`config.mk`:
```
export PLATFORM = sky130hd
export DESIGN_NAME = psm_switch_mode
export DESIGN_NICKNAME = d
export VERILOG_FILES = /design/src/rtl/psm_pkg.sv /design/src/rtl/psm_switch_mode.sv
export SDC_FILE = /design/constraint.sdc
export NUM_CORES = 1
export LEC_CHECK = 0
export ABC_AREA = 0
export BUFFER_PORTS_ARGS = -buffer_cell sky130_fd_sc_hd__buf_2
export CORE_MARGIN = 5
export CORE_UTILIZATION = 63
export CTS_CLUSTER_DIAMETER = 200
export DETAILED_ROUTE_END_ITERATION = 8
export MAX_ROUTING_LAYER = met4
export PLACE_DENSITY = 0.86
export REMOVE_ABC_BUFFERS = 1
export SLEW_MARGIN = 10
export SYNTH_ARGS = -nofsm -noshare
export SYNTH_HDL_FRONTEND = slang
export SYNTH_SLANG_ARGS = --single-unit
```
`constraint.sdc`:
```
create_clock -name core_clk -period 5.17 [get_ports core_clk]
set_input_delay 0.2585 -clock core_clk [delete_from_list [all_inputs] [get_ports core_clk]]
set_output_delay 0.2585 -clock core_clk [all_outputs]
set_load 0.005 [all_outputs]
```
`src/rtl/psm_pkg.sv`:
```
// package: constants and carriers for the pump switch mode configuration
package psm_pkg;

  // ---------------------------------------------------------------
  // clock and timing
  // ---------------------------------------------------------------
  localparam int unsigned CLK_HZ = 25000000;
  localparam int unsigned RESTART_SEC = 10;
  localparam int unsigned DISPLAY_SEC = 60;
  localparam int unsigned MONITOR_MIN = 15;
  localparam int unsigned MIN_SEC = 60;
  localparam int unsigned SEC_CYCLES = CLK_HZ;

  // ---------------------------------------------------------------
  // bank and switch positions
  // ---------------------------------------------------------------
  localparam logic [1:0] BANK_A = 2'h0;
  localparam logic [1:0] BANK_B = 2'h1;
  localparam logic [1:0] BANK_C = 2'h2;
  localparam logic [2:0] SW_1 = 3'h0;
  localparam logic [2:0] SW_2 = 3'h1;
  localparam logic [2:0] SW_3 = 3'h2;
  localparam logic [2:0] SW_4 = 3'h3;
  localparam logic [2:0] SW_6 = 3'h5;
  localparam logic [2:0] SW_7 = 3'h6;
  localparam logic [2:0] SW_8 = 3'h7;

  // ---------------------------------------------------------------
  // factory settings (bit n = switch n+1)
  // ---------------------------------------------------------------
  localparam logic [7:0] RESET_BANK_A = 8'h05;
  localparam logic [7:0] RESET_BANK_B = 8'h20;
  localparam logic [7:0] RESET_BANK_C = 8'h00;

  // ---------------------------------------------------------------
  // serial frame lengths
  // ---------------------------------------------------------------
  localparam logic [3:0] DATA_LEN_SHORT = 4'h7;
  localparam logic [3:0] DATA_LEN_LONG = 4'h8;

  // ---------------------------------------------------------------
  // register map of the plain bus
  // ---------------------------------------------------------------
  localparam logic [3:0] ADDR_BANK_A = 4'h0;
  localparam logic [3:0] ADDR_BANK_B = 4'h1;
  localparam logic [3:0] ADDR_BANK_C = 4'h2;
  localparam logic [3:0] ADDR_STATUS = 4'h3;
  localparam logic [3:0] ADDR_IRQ_STAT = 4'h4;
  localparam logic [3:0] ADDR_IRQ_MASK = 4'h5;

  // interrupt bit positions
  localparam int unsigned IRQ_COMMIT = 0;
  localparam int unsigned IRQ_REJECT = 1;
  localparam int unsigned IRQ_RESTART_DONE = 2;
  localparam int unsigned IRQ_ABORT = 3;
  localparam int unsigned IRQ_W = 4;

  // ---------------------------------------------------------------
  // carriers
  // ---------------------------------------------------------------
  // operator keys on the switch-setting screen, one-cycle pulses
  typedef struct packed {
    logic enter_screen;
    logic leave_screen;
    logic step;
    logic set_on;
    logic set_off;
    logic stop;
    logic reset;
  } psm_keys_t;

  // decoded mode outputs
  typedef struct packed {
    logic [3:0] data_len;
    logic buzzer_en;
    logic dilution_gas_off_mode;
    logic booster_ext_start;
    logic primary_stage_ext_speed;
    logic booster_stage_ext_speed;
    logic special_if_en;
    logic display_locked;
  } psm_modes_t;

  // session state
  typedef enum logic [1:0] {
    PSM_IDLE,
    PSM_EDIT
  } psm_state_t;

endpackage

```
`src/rtl/psm_switch_mode.sv`:
```
// pump switch mode configuration: setting banks, edits, mode outputs
// Operation
// - A1 selects 7 or 8 bit status frames
// - A2: constant or run-plus-15-minute monitoring
// - A3 gates buzzer on warnings and alarms
// - A4 off: remote follows external start
// - A4 on: remote transition stops pump
// - A3 and A4 editable anytime
// - non-buzzer edit starts ten-second countdown
// - A7 selects dilution-gas-off mode
// - A8 selects booster start under remote
// - B1 enables external primary speed
// - B2 enables external booster speed
// - B6 off enables special interface, mutes connectors
// - B8 locks display, else sixty-second return
// - C1 sets warning contact polarity
// - keys step switch and set value
// - stop and reset keys work while editing
// - warning or alarm ends edit session
// - running pump rejects most switch edits
`timescale 1ns/1ps
`default_nettype none
module psm_switch_mode #(
  parameter int unsigned RESTART_CYCLES =
    psm_pkg::RESTART_SEC * psm_pkg::SEC_CYCLES,
  parameter int unsigned DISPLAY_CYCLES =
    psm_pkg::DISPLAY_SEC * psm_pkg::SEC_CYCLES,
  parameter longint unsigned MONITOR_CYCLES =
    64'(psm_pkg::MONITOR_MIN) * psm_pkg::MIN_SEC * psm_pkg::SEC_CYCLES
) (
  // clock and reset
  input wire logic core_clk,
  input wire logic rst_n,
  // register bus
  input wire logic [3:0] bus_addr,
  input wire logic [7:0] bus_wdata,
  input wire logic bus_wr,
  input wire logic bus_rd,
  output logic [7:0] bus_rdata,
  output logic irq,
  // display controller keys and bank selection
  input wire psm_pkg::psm_keys_t keys,
  input wire logic [1:0] key_bank,
  input wire logic display_activity,
  // pump and remote status
  input wire logic pump_running,
  input wire logic remote_mode,
  input wire logic ext_start,
  input wire logic ext_booster_start,
  input wire logic warn_alarm,
  input wire logic purge_gas_warning,
  input wire logic [7:0] ext_primary_speed,
  input wire logic [7:0] ext_booster_speed,
  input wire logic [7:0] local_primary_speed,
  input wire logic [7:0] local_booster_speed,
  input wire logic local_run_cmd,
  input wire logic [1:0] conn_signals,
  // drive and indicator outputs
  output psm_pkg::psm_modes_t modes,
  output logic run_cmd_q,
  output logic booster_run_q,
  output logic [7:0] primary_speed_q,
  output logic [7:0] booster_speed_q,
  output logic monitor_en_q,
  output logic buzzer_q,
  output logic purge_gas_warning_output,
  output logic direct_signal_connector_one,
  output logic direct_signal_connector_two,
  output logic restart_busy,
  output logic display_home_q,
  output logic edit_active,
  output logic [2:0] edit_sel,
  output logic stop_pulse,
  output logic clear_pulse
);
  // ---------------------------------------------------------------
  // setting banks and session state
  // ---------------------------------------------------------------
  logic [7:0] bank_a_q, bank_b_q, bank_c_q; // committed settings
  psm_pkg::psm_state_t state_q; // edit session state
  logic [2:0] sel_q; // selected switch number
  logic [31:0] restart_cnt_q; // power-on style countdown
  logic [31:0] display_cnt_q; // display return timer
  logic [39:0] monitor_cnt_q; // post-stop monitoring timer
  logic remote_q, remote_hold_q; // previous remote level, start hold
  localparam int unsigned IRQ_W_L = psm_pkg::IRQ_W;
  logic [IRQ_W_L-1:0] irq_stat_q, irq_mask_q; // interrupt status, mask
  // an edit request from keys or bus
  logic key_edit; // key set on/off in session
  logic key_val; // value from keys
  logic bus_edit; // bus write to a bank
  logic [1:0] ed_bank; // bank being edited
  logic [7:0] ed_new; // bank value after edit
  logic [7:0] ed_old; // bank value before edit
  logic [7:0] ed_free; // bits editable while running
  logic ed_req, ed_ok, ed_restart;
  logic restart_done;
  assign key_edit = (state_q == psm_pkg::PSM_EDIT) &&
                    (keys.set_on || keys.set_off) && !warn_alarm;
  assign key_val = keys.set_on;
  assign bus_edit = bus_wr && (bus_addr <= psm_pkg::ADDR_BANK_C);
  // ---------------------------------------------------------------
  // edit decode
  // ---------------------------------------------------------------
  always_comb begin
    ed_bank = key_edit ? key_bank : bus_addr[1:0];
    ed_old = 8'h00;
    ed_free = 8'h00;
    case (ed_bank)
      psm_pkg::BANK_A: begin
        ed_old = bank_a_q;
        ed_free[psm_pkg::SW_3] = 1'b1;
        ed_free[psm_pkg::SW_4] = 1'b1;
      end
      psm_pkg::BANK_B: begin
        ed_old = bank_b_q;
        ed_free[psm_pkg::SW_8] = 1'b1;
      end
      psm_pkg::BANK_C: ed_old = bank_c_q;
      default: ed_old = 8'h00;
    endcase
    ed_new = ed_old;
    if (key_edit) begin
      ed_new[sel_q] = key_val;
    end else begin
      ed_new = bus_wdata;
    end
  end
  assign ed_req = (key_edit || bus_edit) && (ed_bank != 2'h3);
  assign ed_ok = ed_req &&
                 (!pump_running || (((ed_new ^ ed_old) & ~ed_free) == 8'h00));
  assign ed_restart = ed_ok &&
    (((ed_new ^ ed_old) & ~((ed_bank == psm_pkg::BANK_A) ?
      (8'h01 << psm_pkg::SW_3) : 8'h00)) != 8'h00);
  // ---------------------------------------------------------------
  // commit of settings
  // ---------------------------------------------------------------
  // single-edge commit
  always_ff @(posedge core_clk) begin
    if (!rst_n) begin
      bank_a_q <= psm_pkg::RESET_BANK_A;
      bank_b_q <= psm_pkg::RESET_BANK_B;
      bank_c_q <= psm_pkg::RESET_BANK_C;
    end else if (ed_ok) begin
      case (ed_bank)
        psm_pkg::BANK_A: bank_a_q <= ed_new;
        psm_pkg::BANK_B: bank_b_q <= ed_new;
        psm_pkg::BANK_C: bank_c_q <= ed_new;
        default: bank_a_q <= bank_a_q;
      endcase
    end
  end
  // ---------------------------------------------------------------
  // edit session
  // ---------------------------------------------------------------
  always_ff @(posedge core_clk) begin
    if (!rst_n) begin
      state_q <= psm_pkg::PSM_IDLE;
      sel_q <= 3'h0;
    end else begin
      case (state_q)
        psm_pkg::PSM_IDLE: begin
          if (keys.enter_screen && !warn_alarm) begin
            state_q <= psm_pkg::PSM_EDIT;
            sel_q <= 3'h0;
          end
        end
        psm_pkg::PSM_EDIT: begin
          if (warn_alarm || keys.leave_screen) begin
            state_q <= psm_pkg::PSM_IDLE;
          end else if (keys.step) begin
            sel_q <= sel_q + 3'h1;
          end
        end
        default: state_q <= psm_pkg::PSM_IDLE;
      endcase
    end
  end
  assign edit_active = (state_q == psm_pkg::PSM_EDIT);
  assign edit_sel = sel_q;
  assign stop_pulse = keys.stop;
  assign clear_pulse = keys.reset;
  // ---------------------------------------------------------------
  // restart countdown
  // ---------------------------------------------------------------
  // ten-second countdown
  always_ff @(posedge core_clk) begin
    if (!rst_n) begin
      restart_cnt_q <= 32'(RESTART_CYCLES);
    end else if (ed_restart) begin
      restart_cnt_q <= 32'(RESTART_CYCLES);
    end else if (restart_cnt_q != 32'h0) begin
      restart_cnt_q <= restart_cnt_q - 32'h1;
    end
  end
  assign restart_busy = (restart_cnt_q != 32'h0);
  assign restart_done = (restart_cnt_q == 32'h1) && !ed_restart;
  // ---------------------------------------------------------------
  // mode decode
  // ---------------------------------------------------------------
  always_comb begin
    modes.data_len = bank_a_q[psm_pkg::SW_1] ?
      psm_pkg::DATA_LEN_LONG : psm_pkg::DATA_LEN_SHORT;
    modes.buzzer_en = bank_a_q[psm_pkg::SW_3];
    modes.dilution_gas_off_mode = bank_a_q[psm_pkg::SW_7];
    modes.booster_ext_start = bank_a_q[psm_pkg::SW_8];
    modes.primary_stage_ext_speed = bank_b_q[psm_pkg::SW_1];
    modes.booster_stage_ext_speed = bank_b_q[psm_pkg::SW_2];
    modes.special_if_en = !bank_b_q[psm_pkg::SW_6];
    modes.display_locked = bank_b_q[psm_pkg::SW_8];
  end
  // ---------------------------------------------------------------
  // pump run control
  // ---------------------------------------------------------------
  always_ff @(posedge core_clk) begin
    if (!rst_n) begin
      remote_q <= 1'b0;
      remote_hold_q <= 1'b0;
      run_cmd_q <= 1'b0;
      booster_run_q <= 1'b0;
    end else begin
      remote_q <= remote_mode;
      // hold remote start until seen low
      if (remote_mode && !remote_q) begin
        remote_hold_q <= bank_a_q[psm_pkg::SW_4];
      end else if (!ext_start) begin
        remote_hold_q <= 1'b0;
      end
      if (keys.stop || restart_busy) begin
        run_cmd_q <= 1'b0;
      end else if (remote_mode && !remote_q) begin
        // stop on transition / follow signal
        run_cmd_q <= bank_a_q[psm_pkg::SW_4] ? 1'b0 : ext_start;
      end else if (remote_mode) begin
        run_cmd_q <= ext_start && !remote_hold_q;
      end else begin
        run_cmd_q <= local_run_cmd;
      end
      if (remote_mode && bank_a_q[psm_pkg::SW_8]) begin
        booster_run_q <= run_cmd_q && ext_booster_start;
      end else begin
        booster_run_q <= run_cmd_q;
      end
    end
  end
  always_ff @(posedge core_clk) begin
    if (!rst_n) begin
      primary_speed_q <= 8'h00;
      booster_speed_q <= 8'h00;
    end else begin
      primary_speed_q <= modes.primary_stage_ext_speed ?
        ext_primary_speed : local_primary_speed;
      booster_speed_q <= modes.booster_stage_ext_speed ?
        ext_booster_speed : local_booster_speed;
    end
  end
  // ---------------------------------------------------------------
  // monitoring window, buzzer, display timer
  // ---------------------------------------------------------------
  // monitoring window
  always_ff @(posedge core_clk) begin
    if (!rst_n) begin
      monitor_cnt_q <= 40'h0;
      monitor_en_q <= 1'b1;
    end else begin
      if (pump_running) begin
        monitor_cnt_q <= 40'(MONITOR_CYCLES);
      end else if (monitor_cnt_q != 40'h0) begin
        monitor_cnt_q <= monitor_cnt_q - 40'h1;
      end
      monitor_en_q <= !bank_a_q[psm_pkg::SW_2] || pump_running ||
                      (monitor_cnt_q != 40'h0);
    end
  end
  always_ff @(posedge core_clk) begin
    if (!rst_n) begin
      buzzer_q <= 1'b0;
    end else begin
      buzzer_q <= warn_alarm && modes.buzzer_en;
    end
  end
  always_ff @(posedge core_clk) begin
    if (!rst_n) begin
      display_cnt_q <= 32'(DISPLAY_CYCLES);
      display_home_q <= 1'b0;
    end else begin
      display_home_q <= 1'b0;
      if (display_activity || modes.display_locked) begin
        display_cnt_q <= 32'(DISPLAY_CYCLES);
      end else if (display_cnt_q > 32'h1) begin
        display_cnt_q <= display_cnt_q - 32'h1;
      end else begin
        display_home_q <= 1'b1;
        display_cnt_q <= 32'(DISPLAY_CYCLES);
      end
    end
  end
  always_comb begin
    purge_gas_warning_output = purge_gas_warning ^ bank_c_q[psm_pkg::SW_1];
    direct_signal_connector_one = conn_signals[0] && !modes.special_if_en;
    direct_signal_connector_two = conn_signals[1] && !modes.special_if_en;
  end
  // ---------------------------------------------------------------
  // interrupt status and register reads
  // ---------------------------------------------------------------
  logic [IRQ_W_L-1:0] irq_ev; // events this cycle
  always_comb begin
    irq_ev = '0;
    irq_ev[psm_pkg::IRQ_COMMIT] = ed_ok;
    irq_ev[psm_pkg::IRQ_REJECT] = ed_req && !ed_ok;
    irq_ev[psm_pkg::IRQ_RESTART_DONE] = restart_done;
    irq_ev[psm_pkg::IRQ_ABORT] = edit_active && warn_alarm;
  end
  // set wins over write-one clear
  always_ff @(posedge core_clk) begin
    if (!rst_n) begin
      irq_stat_q <= '0;
      irq_mask_q <= '0;
    end else begin
      if (bus_wr && bus_addr == psm_pkg::ADDR_IRQ_STAT) begin
        irq_stat_q <= (irq_stat_q & ~bus_wdata[IRQ_W_L-1:0]) | irq_ev;
      end else begin
        irq_stat_q <= irq_stat_q | irq_ev;
      end
      if (bus_wr && bus_addr == psm_pkg::ADDR_IRQ_MASK) begin
        irq_mask_q <= bus_wdata[IRQ_W_L-1:0];
      end
    end
  end
  assign irq = |(irq_stat_q & irq_mask_q);
  // read data one cycle after the strobe, zero otherwise
  always_ff @(posedge core_clk) begin
    if (!rst_n) begin
      bus_rdata <= 8'h00;
    end else if (bus_rd) begin
      case (bus_addr)
        psm_pkg::ADDR_BANK_A: bus_rdata <= bank_a_q;
        psm_pkg::ADDR_BANK_B: bus_rdata <= bank_b_q;
        psm_pkg::ADDR_BANK_C: bus_rdata <= bank_c_q;
        psm_pkg::ADDR_STATUS: bus_rdata <= {3'h0, restart_busy,
          edit_active, sel_q};
        psm_pkg::ADDR_IRQ_STAT: bus_rdata <= {4'h0, irq_stat_q};
        psm_pkg::ADDR_IRQ_MASK: bus_rdata <= {4'h0, irq_mask_q};
        default: bus_rdata <= 8'h00;
      endcase
    end else begin
      bus_rdata <= 8'h00;
    end
  end
endmodule
`default_nettype wire

```
---- Word level (Yosys, flattened, before mapping) ----
Index checks and enable logic that the tools add are counted.
word-level totals
  memories ................................ 0
  latch bits .............................. 0
  RAM bits ................................ 0
  register bits ........................... 172
  bits in read-only memories .............. 0
  logic and storage cells ................. 144
cells by class
  shifts and indexed selects .............. 0
  multiply operators ...................... 0
  div/mod/pow operators ................... 0
  equality and inequality tests ........... 15
  add/subtract/negate cells ............... 4
  reduce and logical (&&, ||, !) cells .... 57
  muxes and demuxes ....................... 30
  bitwise gates (word level) .............. 13
  $lt $le $gt $ge ......................... 4
operators by type and width
  operator               count
  $mux 35                2
  $sub 32x1->32 const B  2
  $pmux 8 s6             1
  $reduce_bool 40->1     1
  $sub 40x1->40 const B  1
  $eq 32x1->1 const B    1
  $gt 32x1->1 const B    1
  $reduce_bool 32->1     1
  $mux 8                 3
  $pmux 8 s3             1
  $logic_and 1x1->1      20
  $and 8x8->8            2
  $mux 3                 4
  $reduce_and 2->1       5
  $mux 1                 9
  $and 4x4->4            2
  $bwmux 8               1
  $eq 4x2->1 const B     2
  $eq 4x3->1 const B     2
  $logic_not 1->1        8
  $logic_not 8->1        1
  $logic_or 1x1->1       8
  $mux 2                 4
  $mux 4                 2
  27 further kinds       39

---- Logic depth before layout (Yosys ltp) ----
Gate-level depths: netlist (run 1).
  word-level depth ........................ 18
  mapped depth ............................ 13
  gate-level depth less buffers ........... 10

---- Worst setup path before layout (run 1) ----
Ideal clock, no wire load.
  path type ............................... register to register
  start point ............................. reg state_q[0]
  end point ............................... reg bank_b_q[5]
  arrival time ............................ 3.062 ns
  setup time .............................. 0.120 ns
  cell stages (with the launch flop) ...... 14
  path slack .............................. 1.989 ns
  data required time ...................... 5.050 ns
  cell sequence ........................... dfxtp_1 buf_4 and2b_2 nand2_4 mux2_4 buf_6 a222oi_1 mux2i_1 nor2_1 a221o_1 and4_4 buf_6 or3_1 o31a_1
between the ends
  word-level cells in the longest chain between the ends .. 14
ends and longest elaborated chain
  what                                      line                    source
  start, declared                           psm_switch_mode.sv:80   psm_pkg::psm_state_t state_q;
  start signal, assigned                    psm_switch_mode.sv:158  state_q <= psm_pkg::PSM_IDLE;
  start signal, assigned                    psm_switch_mode.sv:164  state_q <= psm_pkg::PSM_EDIT;
  start signal, assigned                    psm_switch_mode.sv:170  state_q <= psm_pkg::PSM_IDLE;
  $eq 2x1->1 *                              psm_switch_mode.sv:98   assign key_edit = (state_q == psm_pkg::PSM_EDIT) &&
  $logic_and 1x1->1 *                       psm_switch_mode.sv:98
  $logic_and 1x1->1 *                       psm_switch_mode.sv:99   (keys.set_on || keys.set_off) && !warn_alarm;
  $mux 2                                    psm_switch_mode.sv:106  ed_bank = key_edit ? key_bank : bus_addr[1:0];
  $eq 2x2->1, or another cell as far along  psm_switch_mode.sv:109  case (ed_bank)
  $pmux 8 s3                                psm_switch_mode.sv:109
  $bwmux 8                                  psm_switch_mode.sv:124  ed_new[sel_q] = key_val;
  $mux 8                                    psm_switch_mode.sv:123  if (key_edit) begin
  $xor 8x8->8                               psm_switch_mode.sv:131  (!pump_running || (((ed_new ^ ed_old) & ~ed_free) == 8'h00));
  $and 8x8->8                               psm_switch_mode.sv:131
  $logic_not 8->1                           psm_switch_mode.sv:131
  $logic_or 1x1->1                          psm_switch_mode.sv:131
  $logic_and 1x1->1                         psm_switch_mode.sv:130  assign ed_ok = ed_req &&
  $reduce_and 2->1 (no line)                --
  end signal, assigned                      psm_switch_mode.sv:142  bank_b_q <= psm_pkg::RESET_BANK_B;
  end signal, assigned                      psm_switch_mode.sv:147  psm_pkg::BANK_B: bank_b_q <= ed_new;
  end, declared                             psm_switch_mode.sv:79   logic [7:0] bank_a_q, bank_b_q, bank_c_q;
Every way passes the cells marked *; elsewhere a longest branch is shown, timed or not.
A chain may end at the register's enable or synchronous reset.

---- Worst setup path after layout (run 1) ----
  start point ............................. reg state_q[0]
  end point ............................... reg restart_cnt_q[15]
between the ends
  word-level cells in the longest chain between the ends .. 15
ends and longest elaborated chain
  what                                      line                                            source
  $eq 2x1->1 *                              psm_switch_mode.sv:98
  $logic_and 1x1->1 *                       psm_switch_mode.sv:98
  $logic_and 1x1->1 *                       psm_switch_mode.sv:99
  $mux 2                                    psm_switch_mode.sv:106
  $eq 2x2->1, or another cell as far along  psm_switch_mode.sv:109
  $pmux 8 s3                                psm_switch_mode.sv:109
  $bwmux 8                                  psm_switch_mode.sv:124
  $mux 8                                    psm_switch_mode.sv:123
  $xor 8x8->8                               psm_switch_mode.sv:131, psm_switch_mode.sv:133
  $and 8x8->8                               psm_switch_mode.sv:131
  $logic_not 8->1                           psm_switch_mode.sv:131
  $logic_or 1x1->1                          psm_switch_mode.sv:131
  $logic_and 1x1->1                         psm_switch_mode.sv:130
  $logic_and 1x1->1 *                       psm_switch_mode.sv:132                          assign ed_restart = ed_ok &&
  $reduce_or 2->1 (no line) *               --
  end signal, assigned                      psm_switch_mode.sv:189                          restart_cnt_q <= 32'(RESTART_CYCLES);
  end signal, assigned                      psm_switch_mode.sv:191                          restart_cnt_q <= 32'(RESTART_CYCLES);
  end signal, assigned                      psm_switch_mode.sv:193                          restart_cnt_q <= restart_cnt_q - 32'h1;
  end, declared                             psm_switch_mode.sv:82                           logic [31:0] restart_cnt_q;
Marked as above.

==> flow_summary.json, run 1 <==
{
  "num_vias": 8125,
  "final_common_cell": "dfxtp_1",
  "maxSlewViolCount": 0,
  "setup.worst_path.start": "state_q[0]$_SDFFE_PN0P_",
  "antenna_found_initial": 1,
  "end_kind": "flip-flop",
  "synth_area_per_cell_um2": 8.44,
  "synthFlopType": "dfxtp_1",
  "start_kind": "flip-flop",
  "clkSlewWorstSetupHoldPaths_ns": 0.06,
  "cp_top_family": "simple AND/OR/NAND/NOR gates",
  "final_cells": 1322,
  "die_w_um": 128,
  "rows": 43,
  "grt_pass1_vias": 7664,
  "syn_inst": 1044,
  "final_area_mm2": 0.00994,
  "ys_async_sr_fraction": 0,
  "cts_sinks": 171,
  "tritoncts": "done",
  "drtPass1Iterations": 5,
  "cts_setup_buffers": 0,
  "syn2layout_area_growth_pct": 12.9,
  "worst-slew-pin-transition_ns": 0.853,
  "die_h_um": 128,
  "slew-limit-headroom": 0.430,
  "p_per_area_mw_per_mm2": 307,
  "arrival_ns": 4.37,
  "dpl-instance-area_mm2": 0.00936,
  "dieArea_mm2": 0.0164,
  "p_leak_uw": 0.00386,
  "numCtsBuffers": 17,
  "worstPathMaxFanout": 33,
  "ioPinCount": 118,
  "drt-total-wl_um": 23300,
  "cp_cell_sequence": "nand2b_1 > o21ai_0 > nand2_1 > nor2_1 > or4b_1 > a32oi_1 > or3_1 > o21ai_0 > o21ai_2 > buf_4 > or3_1",
  "ys_seq_elements": 171,
  "nets": 1201,
  "synth_area_leaders": "dfxtp_1 39%, mux2i_1 6.8%, nor2_1 5.8%",
  "yosysWarningCount": 0,
  "drt_iter0_drc": 762,
  "fmax_ghz": 0.247,
  "drive_gt1_frac": 0.155,
  "synth_top_area_share": 0.389,
  "place_hpwl_um": 16100,
  "crit_required_ns": 5.49,
  "r2r_end": "restart_cnt_q[15]$_SDFFE_PP1P_",
  "h-tree-depth": 4,
  "hp-class": "in -> reg",
  "grt_pass1_wl_um": 37500,
  "rsz0062_at_grt": "no",
  "dpl.cell_count": 1288,
  "hold_violations": 0,
  "synth_area_leader_cell": "dfxtp_1",
  "crit_path_end": "restart_cnt_q[15]$_SDFFE_PP1P_",
  "holdWs_ns": 0.0259,
  "port_buffers": 115,
  "synth-edff-count": 0,
  "ir_worst_vdd_uv": 220,
  "cp_slowest_stage_delay_ns": 0.59,
  "fin_crit_ns": 4.05,
  "r2r_slack_ns": 1.12,
  "setup_viol": 0,
  "fin_tns_setup_ns": 0,
  "clk_path_buf_depth": 2,
  "synthesis.area_mm2": 0.00881,
  "drtAntennaViolNets": 0,
  "critical_path_depth": 11,
  "seq_area_frac_synth": 0.389,
  "grt_overflow": 0,
  "skew_ns": 0.00654,
  "path_buf_inv": 1,
  "reg2regPathDepth": 11,
  "ctsResizeCount": 0,
  "period_share": 0.784,
  "netlist-cell-type-count": 81,
  "cts-root-buf": "clkbuf_16",
  "core_mm2": 0.0138,
  "wl_per_cell_um": 17.6,
  "grt_max_degree": 45,
  "place.gp.congestion": 0.955,
  "crit_path_top_delay_cell": "o21ai_0",
  "viasPerCell": 6.15,
  "drc": 0,
  "max_cap_viol_count": 0,
  "start_util": 0.640,
  "clock_latency_ns": 0.43,
  "path_class": "reg -> reg",
  "r2r_start": "state_q[0]$_SDFFE_PN0P_",
  "outcome": "complete, no violations",
  "power_uw": 3050,
  "grt_usage": 0.291,
  "final_cell_mix": "171 x dfxtp_1, 136 x nor2_1, 118 x nand2_1, 115 x buf_2, 60 x mux2i_1"
}
timing repair:
| action | in CTS | in global routing |
|---|---|---|
| hold buffers | 1 | 0 |
| endpoints found under the hold margin | 1 | 0 |
| endpoints found under the setup margin | 0 | 0 |
Yosys cell counts (3+ instances only):
cell type  count
ha_1           6
nor4_1        21
nand3_1       23
and2_1         6
nand2b_1      30
o41ai_1        3
nand4_1       12
buf_1          4
or3_1         27
inv_1         18
mux2i_1       60
a211oi_1      13
o22ai_1        5
a22oi_1        7
nor3_1        43
a211o_1        3
mux2_2         3
mux4_2         5
xor2_1        38
nand3b_1      10
dfxtp_1      171
and3_1         9
nor2_1       136
or4_1         10
o31ai_1        9
nand2_1      118
o21ai_0       19
a2111oi_0      4
buf_4         14
o211ai_1       8
nor2b_1        6
a31oi_1        3
a21oi_1       48
xnor2_1       49
buf_2          8
or2_2          4
nor3b_1        5
clkbuf_1      29
and3b_1        3
state kept, by name, indices dropped and copies added, names as in the netlist, 3 cells and up:
name and flops:
monitor_cnt_q 40, display_cnt_q 32, restart_cnt_q 32, bank_a_q 8, bank_b_q 8, bank_c_q 8
booster_speed_q 8, bus_rdata 8, primary_speed_q 8, irq_mask_q 4, irq_stat_q 4, edit_sel 3
layer usage:
| metal | wire length (um) | GRT usage | part of all wire |
|---|---|---|---|
| met5 | 0 | - | 0 |
| met3 | 2190 | 0.0613 | 0.094 |
| met2 | 10900 | 0.460 | 0.47 |
| met4 | 625 | 0.119 | 0.027 |
| met1 | 9540 | 0.363 | 0.41 |
layout make-up:
class                      instances  area [um2]
tap                              180         225
clock inverter                    12         113
timing repair buffer             122         631
multi-input combinational        797        5020
sequential                       171        3420
fill                            1085        3830
inverter                          19        71.3
clock buffer                      20         457
antenna                            1        2.50
how the worst min path moves through the flow:
stage                      from  depth (start not counted)  slack [ns]                        end
3_3_place_gp   display_activity                          2        0.44  display_home_q$_SDFF_PP0_
6_report                keys[1]                          2        0.03       run_cmd_q$_SDFF_PP0_
2_1_floorplan       bus_addr[2]                          1        0.33    bus_rdata[4]$_SDFF_PN0_
5_1_grt                 keys[1]                          2        0.03       run_cmd_q$_SDFF_PP0_
3_5_place_dp   display_activity                          2        0.44  display_home_q$_SDFF_PP0_
4_1_cts                 keys[1]                          2        0.03       run_cmd_q$_SDFF_PP0_
report_power, final:
group	switching, uW	total (uW)	internal [uW]	leakage [uW]
clock	545	1240	695	0.000288
sequential	50.1	1420	1370	0.00139
combinational	232	391	160	0.00218
total	827	3050	2220	0.00386
through the flow:
stage | util | worst slack, ns
final | 0.722 | 1.12
after global routing | 0.722 | 0.871
after global placement | 0.680 | 1.36
after detailed placement | 0.680 | 1.30
after floorplan | - | 1.67
after CTS | 0.722 | 1.24
kinds of logic (layout without fill, tap and decap cells):
kind of cell / count (synthesis) / after routing / synth area share
XOR/XNOR: 87 / 87 / 0.0865
other: 0 / 1 / 0
flip-flops: 171 / 171 / 0.389
multiplexers: 69 / 69 / 0.0865
AO/OA/AOI/OAI: 153 / 153 / 0.117
buffers and inverters: 76 / 173 / 0.0412
AND/OR/NAND/NOR: 482 / 482 / 0.272
adder cells (fa/ha/maj): 6 / 6 / 0.00852
Note: power is estimated with default switching activity, not from simulation.
==> inputs of run 2 (changes only) <==
- CORE_UTILIZATION: 63 -> 58
- PLACE_DENSITY: 0.86 -> 0.8
- clock period: 5.17 -> 4 ns (I/O delays scaled with it)
==> run 2 against run 1 <==
Compared with the run above: the run now ends with design-rule violations left; largest power group unchanged; final cell count is 1.7% higher; die area is 7.9% higher; clock power is 35% higher; sequential share of layout area is 0.55 points lower.
==> flow_summary.json, run 2 (same netlist as run 1, synthesis figures left out) <==
{
  "start_util": 0.586,
  "wl_per_cell_um": 17.2,
  "clock_latency_ns": 0.43,
  "dpl.cell_count": 1307,
  "grt_overflow": 0,
  "cp_slowest_stage_delay_ns": 0.51,
  "final_area_mm2": 0.0101,
  "drtPass1Iterations": 7,
  "rsz0062_at_grt": "no",
  "hold_violations": 0,
  "place_hpwl_um": 16300,
  "largest_register_ffs": 40,
  "start_kind": "flip-flop",
  "nets": 1214,
  "pwr-share-seq": 0.456,
  "max_cap_viol_count": 0,
  "wl_met3_um": 2230,
  "die_w_um": 133,
  "dpl-instance-area_mm2": 0.00946,
  "antenna_found_initial": 3,
  "top_regs": "monitor_cnt_q x40, display_cnt_q x32, restart_cnt_q x32",
  "fmax_ghz": 0.274,
  "drt-total-wl_um": 23100,
  "cts_setup_buffers": 0,
  "cp_cell_sequence": "and2b_2 > nand2_4 > mux2_4 > a222oi_1 > mux2i_1 > nor2_1 > a221o_1 > and3_1 > nand2_2 > mux2i_1",
  "violations": "design-rule violations",
  "cts-root-buf": "clkbuf_16",
  "path_common_cell": "mux2i_1",
  "pwr-share-clk": 0.417,
  "viasPerCell": 5.98,
  "period_share": 0.913,
  "internal_power_uw": 2960,
  "grt_pass1_wl_um": 38100,
  "drtAntennaViolNets": 0,
  "setup_viol": 0,
  "worstPathMaxFanout": 15,
  "numCtsBuffers": 17,
  "slew-limit-headroom": 0.386,
  "drive_gt1_frac": 0.162,
  "dieArea_mm2": 0.0178,
  "p_sw_uw": 1050,
  "core_mm2": 0.0150,
  "drt_iter0_drc": 796,
  "p_per_area_mw_per_mm2": 398,
  "ioPinCount": 118,
  "num_vias": 8039,
  "path_class": "reg -> reg",
  "grt_max_degree": 45,
  "final_cells": 1345,
  "crit_required_ns": 4.34,
  "outcome": "complete, but fails checks",
  "port_buffers": 115,
  "switching_share": 0.262,
  "drc": 1,
  "die_h_um": 133,
  "place.gp.congestion": 1.02,
  "wl_met1_um": 9780,
  "clkSlewWorstSetupHoldPaths_ns": 0.07,
  "end_kind": "flip-flop",
  "hp-class": "in -> reg",
  "dr_wl_met2_um": 10200,
  "maxSlewViolCount": 0,
  "grt_usage": 0.267,
  "top_layer": "met4",
  "fin_tns_setup_ns": 0,
  "arrival_ns": 4.00,
  "reg2regPathDepth": 10,
  "tritoncts": "done",
  "fillers": 1220,
  "fin_crit_ns": 3.65,
  "top_register": "monitor_cnt_q",
  "crit_path_top_delay_cell": "dfxtp_1",
  "grt_pass1_vias": 7769,
  "ir_worst_vdd_uv": 326,
  "syn2layout_area_growth_pct": 14.7,
  "skew_ns": 0.0123,
  "clk_path_buf_depth": 2,
  "final_cell_mix": "171 x dfxtp_1, 136 x nor2_1, 118 x nand2_1, 115 x buf_2, 60 x mux2i_1",
  "worst-slew-pin-transition_ns": 0.914,
  "h-tree-depth": 4,
  "p_leak_uw": 0.00393,
  "combPwrFrac": 0.127,
  "final_common_cell": "dfxtp_1",
  "cts_sinks": 171,
  "min_path_cells": 3,
  "rows": 45
}
-- run 2: changes by cell type in the layout (fill, tap and decap cells not counted) --
cell | before | now
inv_8 | 2 | 1
bufinv_16 | 1 | 2
clkbuf_1 | 1 | 2
nor3_2 | 1 | 0
buf_4 | 6 | 17
clkinv_4 | 2 | 4
nor3_4 | 0 | 1
clkinvlp_4 | 0 | 1
clkinv_2 | 5 | 0
diode_2 | 1 | 3
dlygate4sd3_1 | 1 | 3
clkbuf_8 | 2 | 3
-- run 2: layout make-up --
class,instances,area (um2),share of cell area
multi-input combinational,797,5030,0.498
tap,188,235,0.0233
antenna,3,7.51,0.000743
timing repair buffer,135,733,0.0726
inverter,19,71.3,0.00706
clock inverter,10,131,0.0130
clock buffer,22,474,0.0469
sequential,171,3420,0.339
-- run 2: worst paths after layout --
path	startpoint	endpoint	slack, ns
worst min register to register	restart_cnt_q[11]$_SDFFE_PP0P_	restart_cnt_q[11]$_SDFFE_PP0P_	0.47
worst min-delay path	local_primary_speed[3]	primary_speed_q[3]$_SDFF_PN0_	0.007
worst max register to register	state_q[0]$_SDFFE_PN0P_	bank_c_q[1]$_SDFFE_PN0P_	0.35
worst max-delay path	state_q[0]$_SDFFE_PN0P_	bank_c_q[1]$_SDFFE_PN0P_	0.35
-- run 2: power groups by stage --
stage | Clock [uW] | Sequential [uW] | Combinational (uW)
after floorplan | 0 | 1860 | 331
after global placement | 0 | 1860 | 488
after detailed placement | 0 | 1870 | 495
after CTS | 1700 | 1830 | 505
after global routing | 1770 | 1840 | 564
final | 1680 | 1830 | 512
-- run 2: per-stage QoR --
stage / total power [uW] / setup WS (ns) / hold slack, ns / util
after CTS: 4030 / 0.344 / 0.000539 / 0.671
after floorplan: 2190 / 0.496 / 0.276 / -
after detailed placement: 2360 / 0.398 / 0.382 / 0.629
after global routing: 4170 / 0.0739 / 0.0205 / 0.672
after global placement: 2350 / 0.468 / 0.379 / 0.629
final: 4020 / 0.347 / 0.00744 / 0.672
-- run 2: what timing repair did --
| item | CTS | global route |
|---|---|---|
| hold buffers | 3 | 0 |
| gates resized for setup | 0 | 1 |
| setup endpoints to repair | 0 | 3 |
| hold endpoints to repair | 3 | 0 |
-- run 2: critical path, delay by kind of cell (launching register included) --
family | cells | cell delay [ns]
AOI/OAI and AO/OA | 2 | 0.81
DFF | 1 | 0.51
muxes | 3 | 1.05
and+or+nand+nor | 5 | 1.20
-- run 2: per-layer routing --
metal | vias up | global-route usage
li1 | 3884 | -
met2 | 407 | 0.407
met1 | 3676 | 0.336
met5 | - | -
met4 | 0 | 0.118
met3 | 72 | 0.0695
